<file path="src/inc/pdt_defines.svh">
// constants of the prescaled down timer: offsets, fields, reset values, counts
// assumes inclusion by bare name from the package and the design file
`ifndef PDT_DEFINES_SVH
`define PDT_DEFINES_SVH

// ------------------------------------------------------------
// bus geometry
// ------------------------------------------------------------
`define PDT_AXI_AW 12
`define PDT_AXI_DW 32
`define PDT_IDX_W 10
`define PDT_RESP_OKAY 2'h0
`define PDT_RESP_SLVERR 2'h2

// ------------------------------------------------------------
// register indices, byte address is four times the index
// ------------------------------------------------------------
`define PDT_IDX_PRESCALER 10'h0d2
`define PDT_IDX_COUNT 10'h0d3
`define PDT_IDX_STATUS_CTRL 10'h0d4
`define PDT_IDX_EV_STATUS 10'h0d5
`define PDT_IDX_EV_CLEAR 10'h0d6
`define PDT_IDX_EV_ENABLE 10'h0d7

// ------------------------------------------------------------
// widths, reset values, field positions
// ------------------------------------------------------------
`define PDT_PSC_W 7
`define PDT_CNT_W 8
`define PDT_EV_W 2
`define PDT_RST_PSC 7'h7f
`define PDT_RST_CNT 8'hff
`define PDT_RST_CTRL 8'h00
`define PDT_ZERO_BIT 7
`define PDT_EV_UNDERFLOW 0
`define PDT_EV_PIN_EDGE 1
`define PDT_DIV_LAST 4'hb
`define PDT_TAPS 8

`endif

</file>
<file path="src/inc/pdt_pkg.sv">
// types shared by the prescaled down timer
// assumes the defines header is on the include path
`include "pdt_defines.svh"

package pdt_pkg;

    // status/control layout, bit 7 first
    typedef struct packed {
        logic zero_flag;
        logic irq_enable;
        logic pin_output_select;
        logic data_out;
        logic prescaler_init;
        logic [2:0] division_select;
    } pdt_ctrl_t;

    // a write held until both channels have arrived
    typedef struct packed {
        logic [`PDT_AXI_AW-1:0] addr;
        logic [7:0] data;
        logic strb;
    } pdt_wreq_t;

    // write channel sequencing
    typedef enum logic [1:0] {
        PDT_WR_IDLE = 2'b01,
        PDT_WR_RESP = 2'b10
    } pdt_wr_state_t;

endpackage

</file>
<file path="src/rtl/pdt_timer.sv">
// prescaled down timer: 7-bit prescaler, 8-bit down counter, pin and irq
// assumes one 40 MHz clock, pin input already synchronous to aclk
`timescale 1ns/100ps
`include "pdt_defines.svh"

module pdt_timer
    import pdt_pkg::*;
(
    input wire logic aclk,
    input wire logic aresetn,
    input wire logic [`PDT_AXI_AW-1:0] s_axi_awaddr,
    input wire logic s_axi_awvalid,
    output logic s_axi_awready,
    input wire logic [`PDT_AXI_DW-1:0] s_axi_wdata,
    input wire logic [3:0] s_axi_wstrb,
    input wire logic s_axi_wvalid,
    output logic s_axi_wready,
    output logic [1:0] s_axi_bresp,
    output logic s_axi_bvalid,
    input wire logic s_axi_bready,
    input wire logic [`PDT_AXI_AW-1:0] s_axi_araddr,
    input wire logic s_axi_arvalid,
    output logic s_axi_arready,
    output logic [`PDT_AXI_DW-1:0] s_axi_rdata,
    output logic [1:0] s_axi_rresp,
    output logic s_axi_rvalid,
    input wire logic s_axi_rready,
    input wire logic timer_pin_i,
    output logic timer_pin_o,
    output logic timer_pin_oe,
    output logic irq
);

    // ------------------------------------------------------------
    // declarations
    // ------------------------------------------------------------
    pdt_wr_state_t wr_state;
    pdt_wr_state_t next_wr_state;
    pdt_wreq_t wreq;
    pdt_ctrl_t ctrl;
    pdt_ctrl_t next_ctrl;
    logic aw_got;
    logic w_got;
    logic next_aw_got;
    logic next_w_got;
    logic do_write;
    logic wr_hit;
    logic [`PDT_IDX_W-1:0] wr_idx;
    logic [`PDT_IDX_W-1:0] rd_idx;
    logic next_rvalid;
    logic [7:0] rd_byte;
    logic rd_hit;
    logic wr_psc;
    logic wr_cnt;
    logic wr_ctrl;
    logic wr_clear;
    logic wr_enable;
    logic [3:0] div_cnt;
    logic tick12;
    logic pin_prev;
    logic pin_rise;
    logic clk_en;
    logic [`PDT_PSC_W-1:0] psc;
    logic [`PDT_PSC_W-1:0] psc_dec;
    logic [`PDT_TAPS-1:0] tap_hit;
    logic count_tick;
    logic [`PDT_CNT_W-1:0] cnt;
    logic underflow;
    logic [`PDT_EV_W-1:0] ev_status;
    logic [`PDT_EV_W-1:0] ev_enable;
    logic [`PDT_EV_W-1:0] ev_set;

    // ------------------------------------------------------------
    // write channels of the register bus
    // ------------------------------------------------------------
    assign wr_idx = wreq.addr[`PDT_AXI_AW-1:2];
    assign do_write = (wr_state == PDT_WR_IDLE) && aw_got && w_got;

    // next state of the write path, address and data in either order
    always_comb begin
        next_aw_got = aw_got;
        next_w_got = w_got;
        next_wr_state = wr_state;
        case (wr_state)
            PDT_WR_IDLE: begin
                if (s_axi_awvalid && s_axi_awready) begin
                    next_aw_got = 1'b1;
                end
                if (s_axi_wvalid && s_axi_wready) begin
                    next_w_got = 1'b1;
                end
                if (do_write) begin
                    next_aw_got = 1'b0;
                    next_w_got = 1'b0;
                    next_wr_state = PDT_WR_RESP;
                end
            end
            PDT_WR_RESP: begin
                if (s_axi_bready) begin
                    next_wr_state = PDT_WR_IDLE;
                end
            end
            default: begin
                next_wr_state = PDT_WR_IDLE;
            end
        endcase
    end

    // ready flags are registered so every output leaves a flop
    always_ff @(posedge aclk) begin
        if (!aresetn) begin
            wr_state <= PDT_WR_IDLE;
            aw_got <= 1'b0;
            w_got <= 1'b0;
            s_axi_awready <= 1'b0;
            s_axi_wready <= 1'b0;
        end else begin
            wr_state <= next_wr_state;
            aw_got <= next_aw_got;
            w_got <= next_w_got;
            s_axi_awready <= (next_wr_state == PDT_WR_IDLE) && !next_aw_got;
            s_axi_wready <= (next_wr_state == PDT_WR_IDLE) && !next_w_got;
        end
    end

    // capture payloads; only the low byte lane carries data
    always_ff @(posedge aclk) begin
        if (!aresetn) begin
            wreq <= '0;
        end else begin
            if (s_axi_awvalid && s_axi_awready) begin
                wreq.addr <= s_axi_awaddr;
            end
            if (s_axi_wvalid && s_axi_wready) begin
                wreq.data <= s_axi_wdata[7:0];
                wreq.strb <= s_axi_wstrb[0];
            end
        end
    end

    // decode of the pending write
    always_comb begin
        wr_hit = 1'b1;
        case (wr_idx)
            `PDT_IDX_PRESCALER, `PDT_IDX_COUNT, `PDT_IDX_STATUS_CTRL: wr_hit = 1'b1;
            `PDT_IDX_EV_STATUS, `PDT_IDX_EV_CLEAR, `PDT_IDX_EV_ENABLE: wr_hit = 1'b1;
            default: wr_hit = 1'b0;
        endcase
    end

    assign wr_psc = do_write && wreq.strb && (wr_idx == `PDT_IDX_PRESCALER);
    assign wr_cnt = do_write && wreq.strb && (wr_idx == `PDT_IDX_COUNT);
    assign wr_ctrl = do_write && wreq.strb && (wr_idx == `PDT_IDX_STATUS_CTRL);
    assign wr_clear = do_write && wreq.strb && (wr_idx == `PDT_IDX_EV_CLEAR);
    assign wr_enable = do_write && wreq.strb && (wr_idx == `PDT_IDX_EV_ENABLE);

    // write response, unmapped address answers slave error
    always_ff @(posedge aclk) begin
        if (!aresetn) begin
            s_axi_bvalid <= 1'b0;
            s_axi_bresp <= `PDT_RESP_OKAY;
        end else if (do_write) begin
            s_axi_bvalid <= 1'b1;
            s_axi_bresp <= wr_hit ? `PDT_RESP_OKAY : `PDT_RESP_SLVERR;
        end else if (s_axi_bready) begin
            s_axi_bvalid <= 1'b0;
        end
    end

    // ------------------------------------------------------------
    // read channel of the register bus
    // ------------------------------------------------------------
    assign rd_idx = s_axi_araddr[`PDT_AXI_AW-1:2];
    assign next_rvalid = s_axi_rvalid ? !s_axi_rready : (s_axi_arvalid && s_axi_arready);

    // read mux; the clear register is write-only and reads zero
    always_comb begin
        rd_byte = 8'h00;
        rd_hit = 1'b1;
        case (rd_idx)
            `PDT_IDX_PRESCALER: rd_byte = {1'b0, psc};
            `PDT_IDX_COUNT: rd_byte = cnt;
            `PDT_IDX_STATUS_CTRL: rd_byte = ctrl;
            `PDT_IDX_EV_STATUS: rd_byte = {6'h00, ev_status};
            `PDT_IDX_EV_CLEAR: rd_byte = 8'h00;
            `PDT_IDX_EV_ENABLE: rd_byte = {6'h00, ev_enable};
            default: rd_hit = 1'b0;
        endcase
    end

    // data sampled at acceptance, held until rready
    always_ff @(posedge aclk) begin
        if (!aresetn) begin
            s_axi_arready <= 1'b0;
            s_axi_rvalid <= 1'b0;
            s_axi_rdata <= 32'h0000_0000;
            s_axi_rresp <= `PDT_RESP_OKAY;
        end else begin
            s_axi_arready <= !next_rvalid;
            s_axi_rvalid <= next_rvalid;
            if (s_axi_arvalid && s_axi_arready) begin
                s_axi_rdata <= {24'h00_0000, rd_byte};
                s_axi_rresp <= rd_hit ? `PDT_RESP_OKAY : `PDT_RESP_SLVERR;
            end
        end
    end

    // ------------------------------------------------------------
    // clock sources
    // ------------------------------------------------------------
    // internal clock divided by twelve as a one-cycle enable
    always_ff @(posedge aclk) begin
        if (!aresetn) begin
            div_cnt <= 4'h0;
            tick12 <= 1'b0;
        end else if (div_cnt == `PDT_DIV_LAST) begin
            div_cnt <= 4'h0;
            tick12 <= 1'b1;
        end else begin
            div_cnt <= div_cnt + 4'h1;
            tick12 <= 1'b0;
        end
    end

    // pin history for edge counting; pin arrives already synchronous
    always_ff @(posedge aclk) begin
        if (!aresetn) begin
            pin_prev <= 1'b0;
        end else begin
            pin_prev <= timer_pin_i;
        end
    end

    assign pin_rise = timer_pin_i && !pin_prev;

    // source select by output select and data out
    always_comb begin
        case ({ctrl.pin_output_select, ctrl.data_out})
            2'b00: clk_en = pin_rise;
            2'b01: clk_en = tick12 && timer_pin_i;
            default: clk_en = tick12;
        endcase
    end

    // ------------------------------------------------------------
    // prescaler and taps
    // ------------------------------------------------------------
    assign psc_dec = (psc == '0) ? `PDT_RST_PSC : psc - 7'h01;

    // tap 0 fires every step, tap n when prescaler bit n-1 falls: one pulse per 2^n steps
    assign tap_hit[0] = 1'b1;
    for (genvar g = 1; g < `PDT_TAPS; g++) begin : g_tap
        assign tap_hit[g] = psc[g-1] && !psc_dec[g-1];
    end

    assign count_tick = clk_en && ctrl.prescaler_init && tap_hit[ctrl.division_select];

    // direct prescaler writes only take effect while counting is enabled
    always_ff @(posedge aclk) begin
        if (!aresetn) begin
            psc <= `PDT_RST_PSC;
        end else if (!ctrl.prescaler_init) begin
            psc <= `PDT_RST_PSC;
        end else if (wr_psc) begin
            psc <= wreq.data[`PDT_PSC_W-1:0];
        end else if (clk_en) begin
            psc <= psc_dec;
        end
    end

    // ------------------------------------------------------------
    // counter
    // ------------------------------------------------------------
    assign underflow = count_tick && (cnt == '0) && !wr_cnt;

    // software write wins over a coinciding decrement
    always_ff @(posedge aclk) begin
        if (!aresetn) begin
            cnt <= `PDT_RST_CNT;
        end else if (wr_cnt) begin
            cnt <= wreq.data;
        end else if (count_tick) begin
            cnt <= (cnt == '0) ? `PDT_RST_CNT : cnt - 8'h01;
        end
    end

    // ------------------------------------------------------------
    // status/control
    // ------------------------------------------------------------
    // set from underflow, writing 00h to the counter, or writing bit 7 high
    always_comb begin
        next_ctrl = ctrl;
        if (wr_ctrl) begin
            next_ctrl = wreq.data;
        end
        if (underflow || (wr_cnt && wreq.data == 8'h00)) begin
            next_ctrl.zero_flag = 1'b1;
        end
    end

    always_ff @(posedge aclk) begin
        if (!aresetn) begin
            ctrl <= `PDT_RST_CTRL;
        end else begin
            ctrl <= next_ctrl;
        end
    end

    // pin driver: latch data out on the zero flag's rising edge
    always_ff @(posedge aclk) begin
        if (!aresetn) begin
            timer_pin_o <= 1'b0;
            timer_pin_oe <= 1'b0;
        end else begin
            timer_pin_oe <= next_ctrl.pin_output_select;
            if (!ctrl.zero_flag && next_ctrl.zero_flag) begin
                timer_pin_o <= ctrl.data_out;
            end
        end
    end

    // ------------------------------------------------------------
    // event status, clear, enable and interrupt
    // ------------------------------------------------------------
    assign ev_set[`PDT_EV_UNDERFLOW] = underflow;
    assign ev_set[`PDT_EV_PIN_EDGE] = pin_rise && !ctrl.pin_output_select;

    // sticky bits; a set in the clearing cycle survives
    always_ff @(posedge aclk) begin
        if (!aresetn) begin
            ev_status <= '0;
            ev_enable <= '0;
        end else begin
            ev_status <= (ev_status & ~(wr_clear ? wreq.data[`PDT_EV_W-1:0] : 2'h0)) | ev_set;
            if (wr_enable) begin
                ev_enable <= wreq.data[`PDT_EV_W-1:0];
            end
        end
    end

    // one level output, gated by the irq enable bit
    always_ff @(posedge aclk) begin
        if (!aresetn) begin
            irq <= 1'b0;
        end else begin
            irq <= next_ctrl.irq_enable && (next_ctrl.zero_flag || |(ev_status & ev_enable));
        end
    end

endmodule

</file>
<file path="config.mk">
export PLATFORM = sky130hd
export DESIGN_NAME = pdt_timer
export DESIGN_NICKNAME = d
export VERILOG_FILES = /design/src/inc/pdt_pkg.sv /design/src/rtl/pdt_timer.sv
export VERILOG_INCLUDE_DIRS = /design/src /design/src/inc
export SDC_FILE = /design/constraint.sdc
export NUM_CORES = 1
export LEC_CHECK = 0
export ABC_AREA = 1
export BUFFER_PORTS_ARGS = -buffer_cell sky130_fd_sc_hd__buf_2
export CELL_PAD_IN_SITES_DETAIL_PLACEMENT = 0
export CELL_PAD_IN_SITES_GLOBAL_PLACEMENT = 2
export CORE_UTILIZATION = 30
export CTS_BUF_LIST = sky130_fd_sc_hd__clkbuf_16
export CTS_CLUSTER_DIAMETER = 100
export DETAILED_ROUTE_END_ITERATION = 16
export HOLD_SLACK_MARGIN = 0.08
export PLACE_DENSITY = 0.88
export SLEW_MARGIN = 25
export SYNTH_ARGS = -nofsm -noshare
export SYNTH_HDL_FRONTEND = slang
export SYNTH_SLANG_ARGS = --single-unit
</file>
<file path="constraint.sdc">
create_clock -name aclk -period 2.8 [get_ports aclk]
set_input_delay 0.42 -clock aclk [delete_from_list [all_inputs] [get_ports aclk]]
set_output_delay 0.42 -clock aclk [all_outputs]
set_load 0.05 [all_outputs]
</file>
# Word-level counts from Yosys, hierarchy flattened
# Index checks and enable logic that the tools add are counted.
dict set report word_totals {
  wordCells 144
  ff_bits 77
  inputBits 68
  output_inout_bits 44
}
dict set report classes {
  bitwise_logic 5
  n_eq_ne 17
  n_lt_le_gt_ge 1
  add_sub_neg 3
  n_mux 30
  n_reduce_logical 59
}
# operator n
set op_table {}
lappend op_table {{== test 10 x 8 -> 1 bit (second input constant)} 12}
lappend op_table {{one-hot mux 8 bit (5 select lines)} 1}
lappend op_table {{2-to-1 mux 8 bit} 4}
lappend op_table {{logical AND 1 bit} 30}
lappend op_table {{2-to-1 mux 7 bit} 3}
lappend op_table {{zero test 8 bit} 2}
lappend op_table {{zero test 1 bit} 15}
lappend op_table {{2-to-1 mux 1 bit} 14}
lappend op_table {{OR reduction 6 bit} 2}
lappend op_table {{2-to-1 mux 2 bit} 5}
lappend op_table {{subtractor 8 x 1 -> 8 bit (second input constant)} 1}
lappend op_table {{zero test 7 bit} 1}
lappend op_table {{subtractor 7 x 1 -> 7 bit (second input constant)} 1}
lappend op_table {{== test 2 x 1 -> 1 bit (second input constant)} 3}
lappend op_table {{nonzero test 2 bit} 3}
lappend op_table {{adder 4 x 1 -> 4 bit (second input constant)} 1}
lappend op_table {{AND 2 bit} 2}
lappend op_table {{== test 4 bit (second input constant)} 1}
lappend op_table {{less-than comparator 3 x 4 -> 1 bit (second input constant)} 1}
lappend op_table {{one-hot mux 2 bit (2 select lines)} 1}
lappend op_table {{OR reduction 2 bit} 2}
lappend op_table {{binary-select mux 1 bit (select 3 bit)} 1}
lappend op_table {{== test 2 bit (second input constant)} 1}
lappend op_table {{zero test 2 bit} 1}
lappend op_table {{other kinds (6)} 7}

# Depth between registers and ports, before layout
# Gate-level depths: netlist (run 1).
dict set report logic_depth {
  depth_word 13
  mapped_depth 14
}

# Least setup slack after synthesis (run 1)
# No wires, ideal clock.
dict set report synth_path {
  path_type {register to register}
  startpoint {reg, netlist name timer_pin_oe}
  endpoint {reg cnt[0]}
  path_buffers 0
  setup_slack_ns 1.101
  path_stages_with_launch 12
  required_ns 2.672
  setup_ns 0.128
  synth_period_minus_slack_ns 1.699
  t_arrival_ns 1.571
  path_cell_list {dfxtp_1 inv_1 nand2_1 nand2_1 nand2_1 nand2_1 a21oi_2 nand2_1 nand2_2 nand2_1 o21ai_1 nand4_1}
}
# element line_no
set synth_lines {}
lappend synth_lines {{end signal, assigned} pdt_timer.sv:279} ;# cnt <= `PDT_RST_CNT;
lappend synth_lines {{end signal, assigned} pdt_timer.sv:281} ;# cnt <= wreq.data;
lappend synth_lines {{end signal, assigned} pdt_timer.sv:283} ;# cnt <= (cnt == '0) ? `PDT_RST_CNT : cnt - 8'h01;
lappend synth_lines {{end, declared} pdt_timer.sv:67} ;# logic [`PDT_CNT_W-1:0] cnt;

# Worst setup path after layout (run 1)
dict set report layout_path {
  startpoint {reg wr_state[0]}
  endpoint {reg timer_pin_o}
}
dict set report layout_between {
  elab_chain_cells 10
  elab_cells_between_ends 13
  classes_between {1 x eq/ne; 2 x mux; 10 x reduce/logical}
}
# element line_no
set layout_rtl {}
lappend layout_rtl {{start, declared} pdt_timer.sv:37} ;# pdt_wr_state_t wr_state;
lappend layout_rtl {{start signal, assigned} pdt_timer.sv:118} ;# wr_state <= next_wr_state;
lappend layout_rtl {{== test 2 x 1 -> 1 bit (*)} pdt_timer.sv:77} ;# assign do_write = (wr_state == PDT_WR_IDLE) && aw_got && w_got;
lappend layout_rtl {{logical AND 1 bit (*) (2 in series)} pdt_timer.sv:77}
lappend layout_rtl {{logical AND 1 bit (*)} {pdt_timer.sv:152, pdt_timer.sv:153}}
lappend layout_rtl {{logical AND 1 bit} pdt_timer.sv:152} ;# assign wr_cnt = do_write && wreq.strb && (wr_idx == `PDT_IDX_COUNT);
lappend layout_rtl {{zero test 1 bit} pdt_timer.sv:274} ;# assign underflow = count_tick && (cnt == '0) && !wr_cnt;
lappend layout_rtl {{logical AND 1 bit} pdt_timer.sv:274}
lappend layout_rtl {{logical OR 1 bit} pdt_timer.sv:296} ;# if (underflow || (wr_cnt && wreq.data == 8'h00)) begin
lappend layout_rtl {{2-to-1 mux 1 bit (*)} pdt_timer.sv:296}
lappend layout_rtl {{logical AND 1 bit (*)} pdt_timer.sv:316} ;# if (!ctrl.zero_flag && next_ctrl.zero_flag) begin
lappend layout_rtl {{end signal, assigned} pdt_timer.sv:317} ;# timer_pin_o <= ctrl.data_out;
lappend layout_rtl {{end, declared} pdt_timer.sv:29} ;# output logic timer_pin_o,
# Mark *: on every way between the ends. The rest lies on a longest branch, timed or not. The select of a mux whose other input is x is not followed.
# A chain may end at the register's enable or synchronous reset.

==> flow_summary.yaml, run 1 <==
clock_network:
  cts.clk_slew.worst_paths_ns: 0.06
  cts_resized: 0
  cts_hold_buf: 0
  clockRootBuffer: "clkbuf_16"
  clk_path_buf_depth: 2
  cts_setup_buffers: 0
  htree_num_levels: 3
  cts_tree: "yes"
  clk_latency_ns: 0.33
  cts_buffers: 9
  cts.sinks: 73
grt:
  grt_start_max_net_pins: 30
  grtUsageMet3_pct: 3.12
  grt_pass1_wl_microns: 15900
  met2_usage_pct: 25.0
  grt_usage_pct: 15.6
  grt-ovfl-total: 0
  busiest_layer: "met2"
  use_met1_pct: 20.6
  grt_pass1_vias: 3309
  antenna_found_initial: 0
detailed_routing:
  drt-wirelength-per-cell_microns: 12.8
  remaining_drc_errors: 0
  drt-initial-drc-count: 244
  viasPerCell: 4.71
  dr.pass1.iters: 5
  wl_microns: 9830
  num_vias: 3601
  ant_nets: 0
final_layout:
  fin_util_pct: 36.3
  layout.nets: 668
  diodes: 0
  drive_above_1_share_pct: 15.6
  fillers: 1318
  syn_to_final_growth_pct: 16.2
setup_path:
  crit_slowest_cell: "dfxtp_1"
  critPathKind: "flop to flop"
  cp.required_ns: 3.03
  crit_top_cell: "nor2_4"
  cp_cell_sequence: "ha_1 > nand3_4 > nor2_4 > inv_2 > nor2_4 > nand4_2 > nand2_1 > o21ai_1 > nor2_2 > nand2_2 > a21oi_1 > nor2_1"
  start_kind: "flop"
  crit_fanout: 13
  end_kind: "flop"
  cpPeakStageDelay_ns: 0.38
  arrival_ns: 2.42
timing:
  fmax_mhz: 456
  setup_viol: 0
  layout_min_cycle_time_ns: 2.19
  worst_pin_slew_ns: 0.562
  slew_viol_final: 0
  fin_worst_skew_ns: 0.00852
  fin_crit_sh_pct: 78.3
  hold_viol: 0
  slew_headroom_pct: 62.3
  grt_setup_unrepaired: "false"
  tns_ns: 0
pwr:
  p_total_w: 0.00277
  power_leakage_nw: 2.03
  p_per_area_nw_per_um2: 627
  vdd.ir_drop.worst_uv: 371
floorplan:
  initial_core_util_pct: 31.3
  core_sq_um: 12200
  rows: 40
  die_x_microns: 115
  dieArea_sq_um: 13100
  die_y_microns: 115
  ios: 112
synthesis:
  synth-seq-cells: 73
  syn_area_sq_um: 3800
  ys.flop_type: "dfxtp_1"
  yosysWarnings: 0
  synthDistinctLibCells: 35
  avgSynthCellArea_sq_um: 7.10
  synthArstFlopShare_pct: 0
  ys_seq_area_share_pct: 38.4
  synth_edf_count: 0
  synth_cells: 536
run_status:
  status: "completed"
flow_run:
  drv_cap: 0
placed_design:
  dpl.hpwl_microns: 7630
  globalplace.congestion: 0.849
  io_buffer_count: 54
worst_hold_path:
  hp-class: "input port to flop"
## cell usage after synthesis (all sizes together) (6+ instances only)
cell type  number  area (sq um)
a21oi          47           239
o21ai          49           245
dfxtp          73          1460
clkbuf          6          22.5
o2111ai        11          96.3
buf            29           209
nand2          93           367
ha              8           100
o22ai           7          43.8
nand4          15           106
nor2           61           251
nor3            8          45.0
nand3          31           168
inv            78           293
## per-stage QoR
step	instances	instance area (sq um)	setup WS, ns	hold WS [ns]
after floorplan	561	3900	1.10	0.418
after global placement	749	4150	0.674	0.429
after detailed placement	749	4150	0.614	0.445
after CTS	765	4420	0.611	0.309
after global routing	765	4420	0.403	0.357
final	765	4420	0.607	0.319
## kinds of logic after synthesis
group,synth area share (%)
other,0.0986
adders and majority gates,2.63
xor gates and xnor gates,0.461
and+or+nand+nor,25.5
buffers and inverters,14.0
DFF,38.4
AOI/OAI and AO/OA,18.9
## layout by cell type (no fill, tap or decap), types with 4 or more instances in the layout
cell type / netlist / routed
ha_1: 8 / 8
nand3_1: 30 / 30
dfxtp_1: 73 / 73
o22ai_1: 7 / 7
conb_1: 1 / 26
nor3_1: 7 / 7
clkbuf_16: 0 / 9
o211ai_1: 5 / 5
o2111ai_1: 11 / 11
nand2_1: 88 / 88
nand2_2: 4 / 4
buf_2: 2 / 54
inv_2: 8 / 8
a21oi_1: 46 / 46
inv_1: 70 / 71
o221ai_1: 4 / 4
o21ai_0: 45 / 45
nor2_1: 56 / 56
o21ai_1: 4 / 4
nand4_1: 13 / 13
## worst paths after layout
path	from	endpoint	slack [ns]	depth (start not counted)
hold reg to reg	wr_idx[5]	wr_idx[5]	0.45	2
setup / recovery	wr_state[0]	timer_pin_o	0.61	12
setup reg to reg	wr_state[0]	timer_pin_o	0.61	12
hold / removal	timer_pin_i	pin_prev	0.32	3
## per-layer routing
| layer | wire, microns | share of wire, % | up-vias |
|---|---|---|---|
| met5 | 0 | 0 | - |
| met2 | 4510 | 46 | 98 |
| met1 | 4600 | 47 | 1638 |
| met4 | 161 | 1.6 | 0 |
| met3 | 561 | 5.7 | 14 |
| li1 | - | - | 1851 |
## state kept, by name (all words and copies together) (netlist names), 2 cells and up
register and cells:
div_cnt 4, ev_enable 2, psc 7, ev_status 2
wreq 9, ctrl 7, wr_state 2, wr_idx 10
cnt 8, s_axi_rdata 8
## worst max-delay path, delay by kind of cell (launching register included)
family	cells	cell delay [ns]
AO/OA/AOI/OAI	2	0.20
AND/OR/NAND/NOR	8	1.10
buffers and inverters	1	0.07
adder cells (fa/ha/maj)	1	0.33
flip-flops	1	0.38
## power breakdown
part	internal [W]	leakage, nW	switching [W]
Sequential	0.00114	0.595	0.0000671
Combinational	0.000137	1.30	0.000405
Clock	0.000589	0.134	0.000433
## layout make-up
type | count | area, sq um | share of cell area [%]
Multi-Input combinational cell | 373 | 1900 | 43.1
Tap cell | 168 | 210 | 4.76
Timing Repair Buffer | 55 | 278 | 6.29
Inverter | 80 | 300 | 6.80
Clock buffer | 9 | 225 | 5.10
Sequential cell | 73 | 1460 | 33.1
Clock inverter | 7 | 38.8 | 0.878
(Power assumes the default switching activity.)
==> run 2: changes to the inputs <==
--- a/config.mk
+++ b/config.mk
@@ -10,12 +10,12 @@
 export BUFFER_PORTS_ARGS = -buffer_cell sky130_fd_sc_hd__buf_2
 export CELL_PAD_IN_SITES_DETAIL_PLACEMENT = 0
 export CELL_PAD_IN_SITES_GLOBAL_PLACEMENT = 2
-export CORE_UTILIZATION = 30
+export CORE_UTILIZATION = 28
 export CTS_BUF_LIST = sky130_fd_sc_hd__clkbuf_16
 export CTS_CLUSTER_DIAMETER = 100
 export DETAILED_ROUTE_END_ITERATION = 16
 export HOLD_SLACK_MARGIN = 0.08
-export PLACE_DENSITY = 0.88
+export PLACE_DENSITY = 0.83
 export SLEW_MARGIN = 25
 export SYNTH_ARGS = -nofsm -noshare
 export SYNTH_HDL_FRONTEND = slang
==> constraint.sdc (replaced) <==
create_clock -name aclk -period 2.25 [get_ports aclk]
set_input_delay 0.3375 -clock aclk [delete_from_list [all_inputs] [get_ports aclk]]
set_output_delay 0.3375 -clock aclk [all_outputs]
set_load 0.05 [all_outputs]
==> run 2 against run 1 <==
Clock power is 47% higher. Clock skew is 0.0021 ns lower. Final cell count is 1.6% higher. Via count is 0.28% lower. Design area is 2.0% higher. Die area is 7.0% higher. Global-route usage is 0.79 points lower. Power is 33% higher. Worst setup slack worse by 0.38 ns. Sequential power is 25% higher. Combinational power is 23% higher. Largest cell class unchanged.
==> flow_summary.yaml, run 2 (synthesis gave the netlist of run 1 again) <==
pwr:
  clock_power_share_pct: 40.8
  power_leakage_nw: 2.07
  p_per_area_nw_per_um2: 816
  vdd.ir_drop.worst_uv: 552
  p_total_w: 0.00367
  p_int_w: 0.00255
  p_sw_w: 0.00113
  seqPwrFrac_pct: 41.0
  combPwrFrac_pct: 18.2
  swShare_pct: 30.7
floorplan:
  die_x_microns: 119
  rows: 42
  initial_core_util_pct: 28.7
  die_y_microns: 119
  dieArea_sq_um: 14100
  ios: 112
  core_sq_um: 13200
clock_network:
  cts.clk_slew.worst_paths_ns: 0.06
  clk_path_buf_depth: 2
  cts_setup_buffers: 0
  cts.sinks: 73
  clk_latency_ns: 0.33
  cts_buffers: 9
  cts_tree: "yes"
  clockRootBuffer: "clkbuf_16"
  htree_num_levels: 3
  cts_hold_buf: 0
  cts_resized: 0
placed_design:
  io_buffer_count: 54
  dpl.hpwl_microns: 7850
  globalplace.congestion: 0.834
  pre_cts_slack_ns: 0.229
timing:
  timing.final.ws_setup_ns: 0.225
  fin_crit_sh_pct: 90.0
  tns_ns: 0
  setup_viol: 0
  fmax_mhz: 494
  fin_worst_skew_ns: 0.00646
  grt_setup_unrepaired: "false"
  layout_min_cycle_time_ns: 2.02
  slew_headroom_pct: 63.5
  worst_pin_slew_ns: 0.544
  hold_viol: 0
  slew_viol_final: 0
grt:
  grt_pass1_wl_microns: 16500
  grt_usage_pct: 14.8
  grt_start_max_net_pins: 29
  grt-ovfl-total: 0
  grt_pass1_vias: 3341
  antenna_found_initial: 0
final_layout:
  final_common_cell: "nand2_1"
  layout.nets: 672
  layout_common_cells: "nand2_1, dfxtp_1, inv_1, nor2_1, buf_2"
  largest_reg_flops: 10
  syn_to_final_growth_pct: 18.4
  drive_above_1_share_pct: 16.1
  diodes: 0
detailed_routing:
  ant_nets: 0
  num_vias: 3591
  wl_microns: 10000
  drt-initial-drc-count: 166
  dr.pass1.iters: 4
  drt-wirelength-per-cell_microns: 12.9
  viasPerCell: 4.62
  remaining_drc_errors: 0
run_status:
  status: "completed"
setup_path:
  crit_fanout: 7
  cp.required_ns: 2.47
  start_kind: "flop"
  end_kind: "flop"
  critPathKind: "flop to flop"
  arrival_ns: 2.25
flow_run:
  drv_cap: 0
worst_hold_path:
  hp-class: "input port to flop"
==> run 2: stage by stage <==
step / hold WS (ns) / util [%] / cells / instance area, sq um
5_1_grt: 0.256 / 34.0 / 777 / 4500
6_report: 0.240 / 34.0 / 777 / 4500
3_3_place_gp: 0.432 / 31.7 / 761 / 4190
2_1_floorplan: 0.418 / - / 561 / 3900
4_1_cts: 0.226 / 34.0 / 777 / 4500
3_5_place_dp: 0.446 / 31.7 / 761 / 4190
==> run 2: metal layers <==
layer	part of all wire (%)	wire length (microns)	track usage (%)
met1	49	4880	19.1
met2	47	4670	24.5
met3	3.6	356	3.28
met4	0.79	79	4.59
met5	0	0	0
==> run 2: final cells by class <==
class	instances	area (sq um)
fillers	1475	8740
multi-input cells	373	1900
flip-flops and latches	73	1460
repair buffers	59	308
inverters	80	300
clock buffers	9	225
well taps	176	220
clock inverters	7	85.1
==> run 2: power by group through the flow <==
stage	registers [W]	logic [W]	clock network (W)
final	0.00151	0.000667	0.00150
after global routing	0.00152	0.000745	0.00160
after CTS	0.00151	0.000676	0.00154
after detailed placement	0.00153	0.000673	0
after global placement	0.00153	0.000664	0
after floorplan	0.00160	0.000467	0
==> run 2: critical path: stages (launching register included) <==
cell and delay (ns):
dfxtp_1 0.38, ha_1 0.31, nand3_4 0.17, nor2_4 0.15
inv_2 0.07, nor2_4 0.08, nand4_2 0.14, nand2_1 0.10
o21ai_1 0.07, nor2_2 0.14, nand2_2 0.09, o21ai_1 0.16
inv_1 0.06
==> run 2: path summary, 6_finish.rpt <==
| kind | start | to | slack, ns | depth (start not counted) |
|---|---|---|---|---|
| worst max register to register | wr_state[0] | irq | 0.23 | 12 |
| worst max-delay path | wr_state[0] | irq | 0.23 | 12 |
| worst min register to register | div_cnt[0] | div_cnt[0] | 0.45 | 1 |
| worst min-delay path | timer_pin_i | pin_prev | 0.24 | 3 |
==> run 3: changes to the inputs <==
--- a/config.mk
+++ b/config.mk
@@ -11,7 +11,7 @@
 export CELL_PAD_IN_SITES_DETAIL_PLACEMENT = 0
 export CELL_PAD_IN_SITES_GLOBAL_PLACEMENT = 2
 export CORE_UTILIZATION = 28
-export CTS_BUF_LIST = sky130_fd_sc_hd__clkbuf_16
+export CTS_BUF_LIST = sky130_fd_sc_hd__clkbuf_4 sky130_fd_sc_hd__clkbuf_8 sky130_fd_sc_hd__clkbuf_16
 export CTS_CLUSTER_DIAMETER = 100
 export DETAILED_ROUTE_END_ITERATION = 16
 export HOLD_SLACK_MARGIN = 0.08
==> run 3 against run 2 <==
Sequential cell count is the same. Final cell count is the same. Clock power grew 5%. Sequential power is essentially flat. Die area is the same.
==> flow_summary.yaml, run 3 (synthesis gave the netlist of run 1 again) <==
floorplan:
  core_sq_um: 13200
  rows: 42
  initial_core_util_pct: 28.7
  ios: 112
  die_x_microns: 119
  die_y_microns: 119
  dieArea_sq_um: 14100
clock_network:
  clockRootBuffer: "clkbuf_16"
  cts_tree: "yes"
  clk_path_buf_depth: 2
  cts_hold_buf: 0
  htree_num_levels: 3
  cts_buffers: 9
  cts.clk_slew.worst_paths_ns: 0.06
  clk_latency_ns: 0.33
  cts.sinks: 73
  cts_resized: 0
  cts_setup_buffers: 0
setup_path:
  rr_endpoint: "irq"
  ff2ff_path_depth: 12
  regToRegStartpoint: "wr_state[0]"
  worst-r2r-setup-slack_ns: 0.21
  arrival_ns: 2.25
  critPathKind: "flop to flop"
  cp.required_ns: 2.47
  crit_fanout: 7
  start_kind: "flop"
  end_kind: "flop"
final_layout:
  layout.nets: 672
  largest_reg_flops: 10
  diodes: 0
  layout_common_cells: "nand2_1, dfxtp_1, inv_1, nor2_1, buf_2"
  drive_above_1_share_pct: 16.5
  final_common_cell: "nand2_1"
  syn_to_final_growth_pct: 18.9
timing:
  hold_viol: 0
  setup_viol: 0
  fin_crit_sh_pct: 90.5
  whs_ns: 0.242
  grt_setup_unrepaired: "false"
  fin_worst_skew_ns: 0.00640
  worst_pin_slew_ns: 0.542
  slew_headroom_pct: 63.6
  slew_viol_final: 0
  fmax_mhz: 491
  layout_min_cycle_time_ns: 2.04
  tns_ns: 0
grt:
  grt_usage_pct: 14.7
  antenna_found_initial: 0
  met2_usage_pct: 24.5
  grt_pass1_vias: 3339
  grtUsageMet3_pct: 3.14
  busiest_layer: "met2"
  grt_pass1_wl_microns: 16500
  grt-ovfl-total: 0
  grt_start_max_net_pins: 29
  use_met1_pct: 19.1
detailed_routing:
  drt-initial-drc-count: 172
  drt-wirelength-per-cell_microns: 12.8
  viasPerCell: 4.62
  dr.pass1.iters: 4
  wl_microns: 9950
  ant_nets: 0
  remaining_drc_errors: 0
  num_vias: 3587
flow_run:
  drv_cap: 0
worst_hold_path:
  hold_path.startpoint: "timer_pin_i"
  holdPathEnd: "pin_prev"
  hp-class: "input port to flop"
  holdPathStages: 3
pwr:
  p_per_area_nw_per_um2: 827
  power_leakage_nw: 2.08
  vdd.ir_drop.worst_uv: 553
placed_design:
  globalplace.congestion: 0.834
  io_buffer_count: 54
  dpl.hpwl_microns: 7850
run_status:
  status: "completed"
[run 3: cell count changes in the layout (fill, tap and decap cells not counted)]
cell,change
clkinv_1,-2
clkbuf_8,+2
[run 3: worst max-delay path by stage]
| stage | from | endpoint | slack (ns) | cells past startpoint |
|---|---|---|---|---|
| 2_1_floorplan | timer_pin_oe | cnt[0] | 0.55 | 11 |
| 3_3_place_gp | psc[0] | cnt[0] | 0.26 | 13 |
| 3_5_place_dp | wr_state[0] | timer_pin_o | 0.23 | 12 |
| 4_1_cts | wr_state[0] | timer_pin_o | 0.21 | 12 |
| 5_1_grt | psc[0] | cnt[1] | 0.03 | 13 |
| 6_report | wr_state[0] | irq | 0.21 | 12 |
[run 3: routing by layer]
layer	wire length [microns]	up-vias
met5	0	-
met4	79	0
met3	348	4
met2	4680	77
met1	4840	1640
li1	-	1866
[run 3: report_power, final]
group          switching (W)  total [W]  leakage [nW]  internal (W)
combinational       0.000499   0.000668          1.32      0.000169
clock               0.000538    0.00157         0.162       0.00103
sequential         0.0000863    0.00151         0.595       0.00142
[run 3: cell type report]
class | instances | area [sq um]
tap | 176 | 220
clock buffer | 11 | 253
inverter | 80 | 300
multi-input combinational | 373 | 1900
fill | 1472 | 8720
timing repair buffer | 59 | 308
sequential | 73 | 1460
clock inverter | 5 | 77.6
[run 3: worst max-delay path, stage by stage, from the launching register on]
cell and delay, ns:
dfxtp_1 0.38, ha_1 0.31, nand3_4 0.17, nor2_4 0.15
inv_2 0.07, nor2_4 0.08, nand4_2 0.14, nand2_1 0.10
o21ai_1 0.07, nor2_2 0.14, nand2_2 0.09, o21ai_1 0.16
inv_1 0.06
[run 3: through the flow]
stage / cells / area (sq um) / power (W) / worst slack [ns] / utilization (%)
floorplan: 561 / 3900 / 0.00207 / 0.551 / -
global placement: 761 / 4190 / 0.00219 / 0.263 / 31.7
detailed placement: 761 / 4190 / 0.00221 / 0.229 / 31.7
CTS: 777 / 4520 / 0.00379 / 0.214 / 34.2
global route: 777 / 4520 / 0.00393 / 0.0341 / 34.2
finish: 777 / 4520 / 0.00374 / 0.214 / 34.2
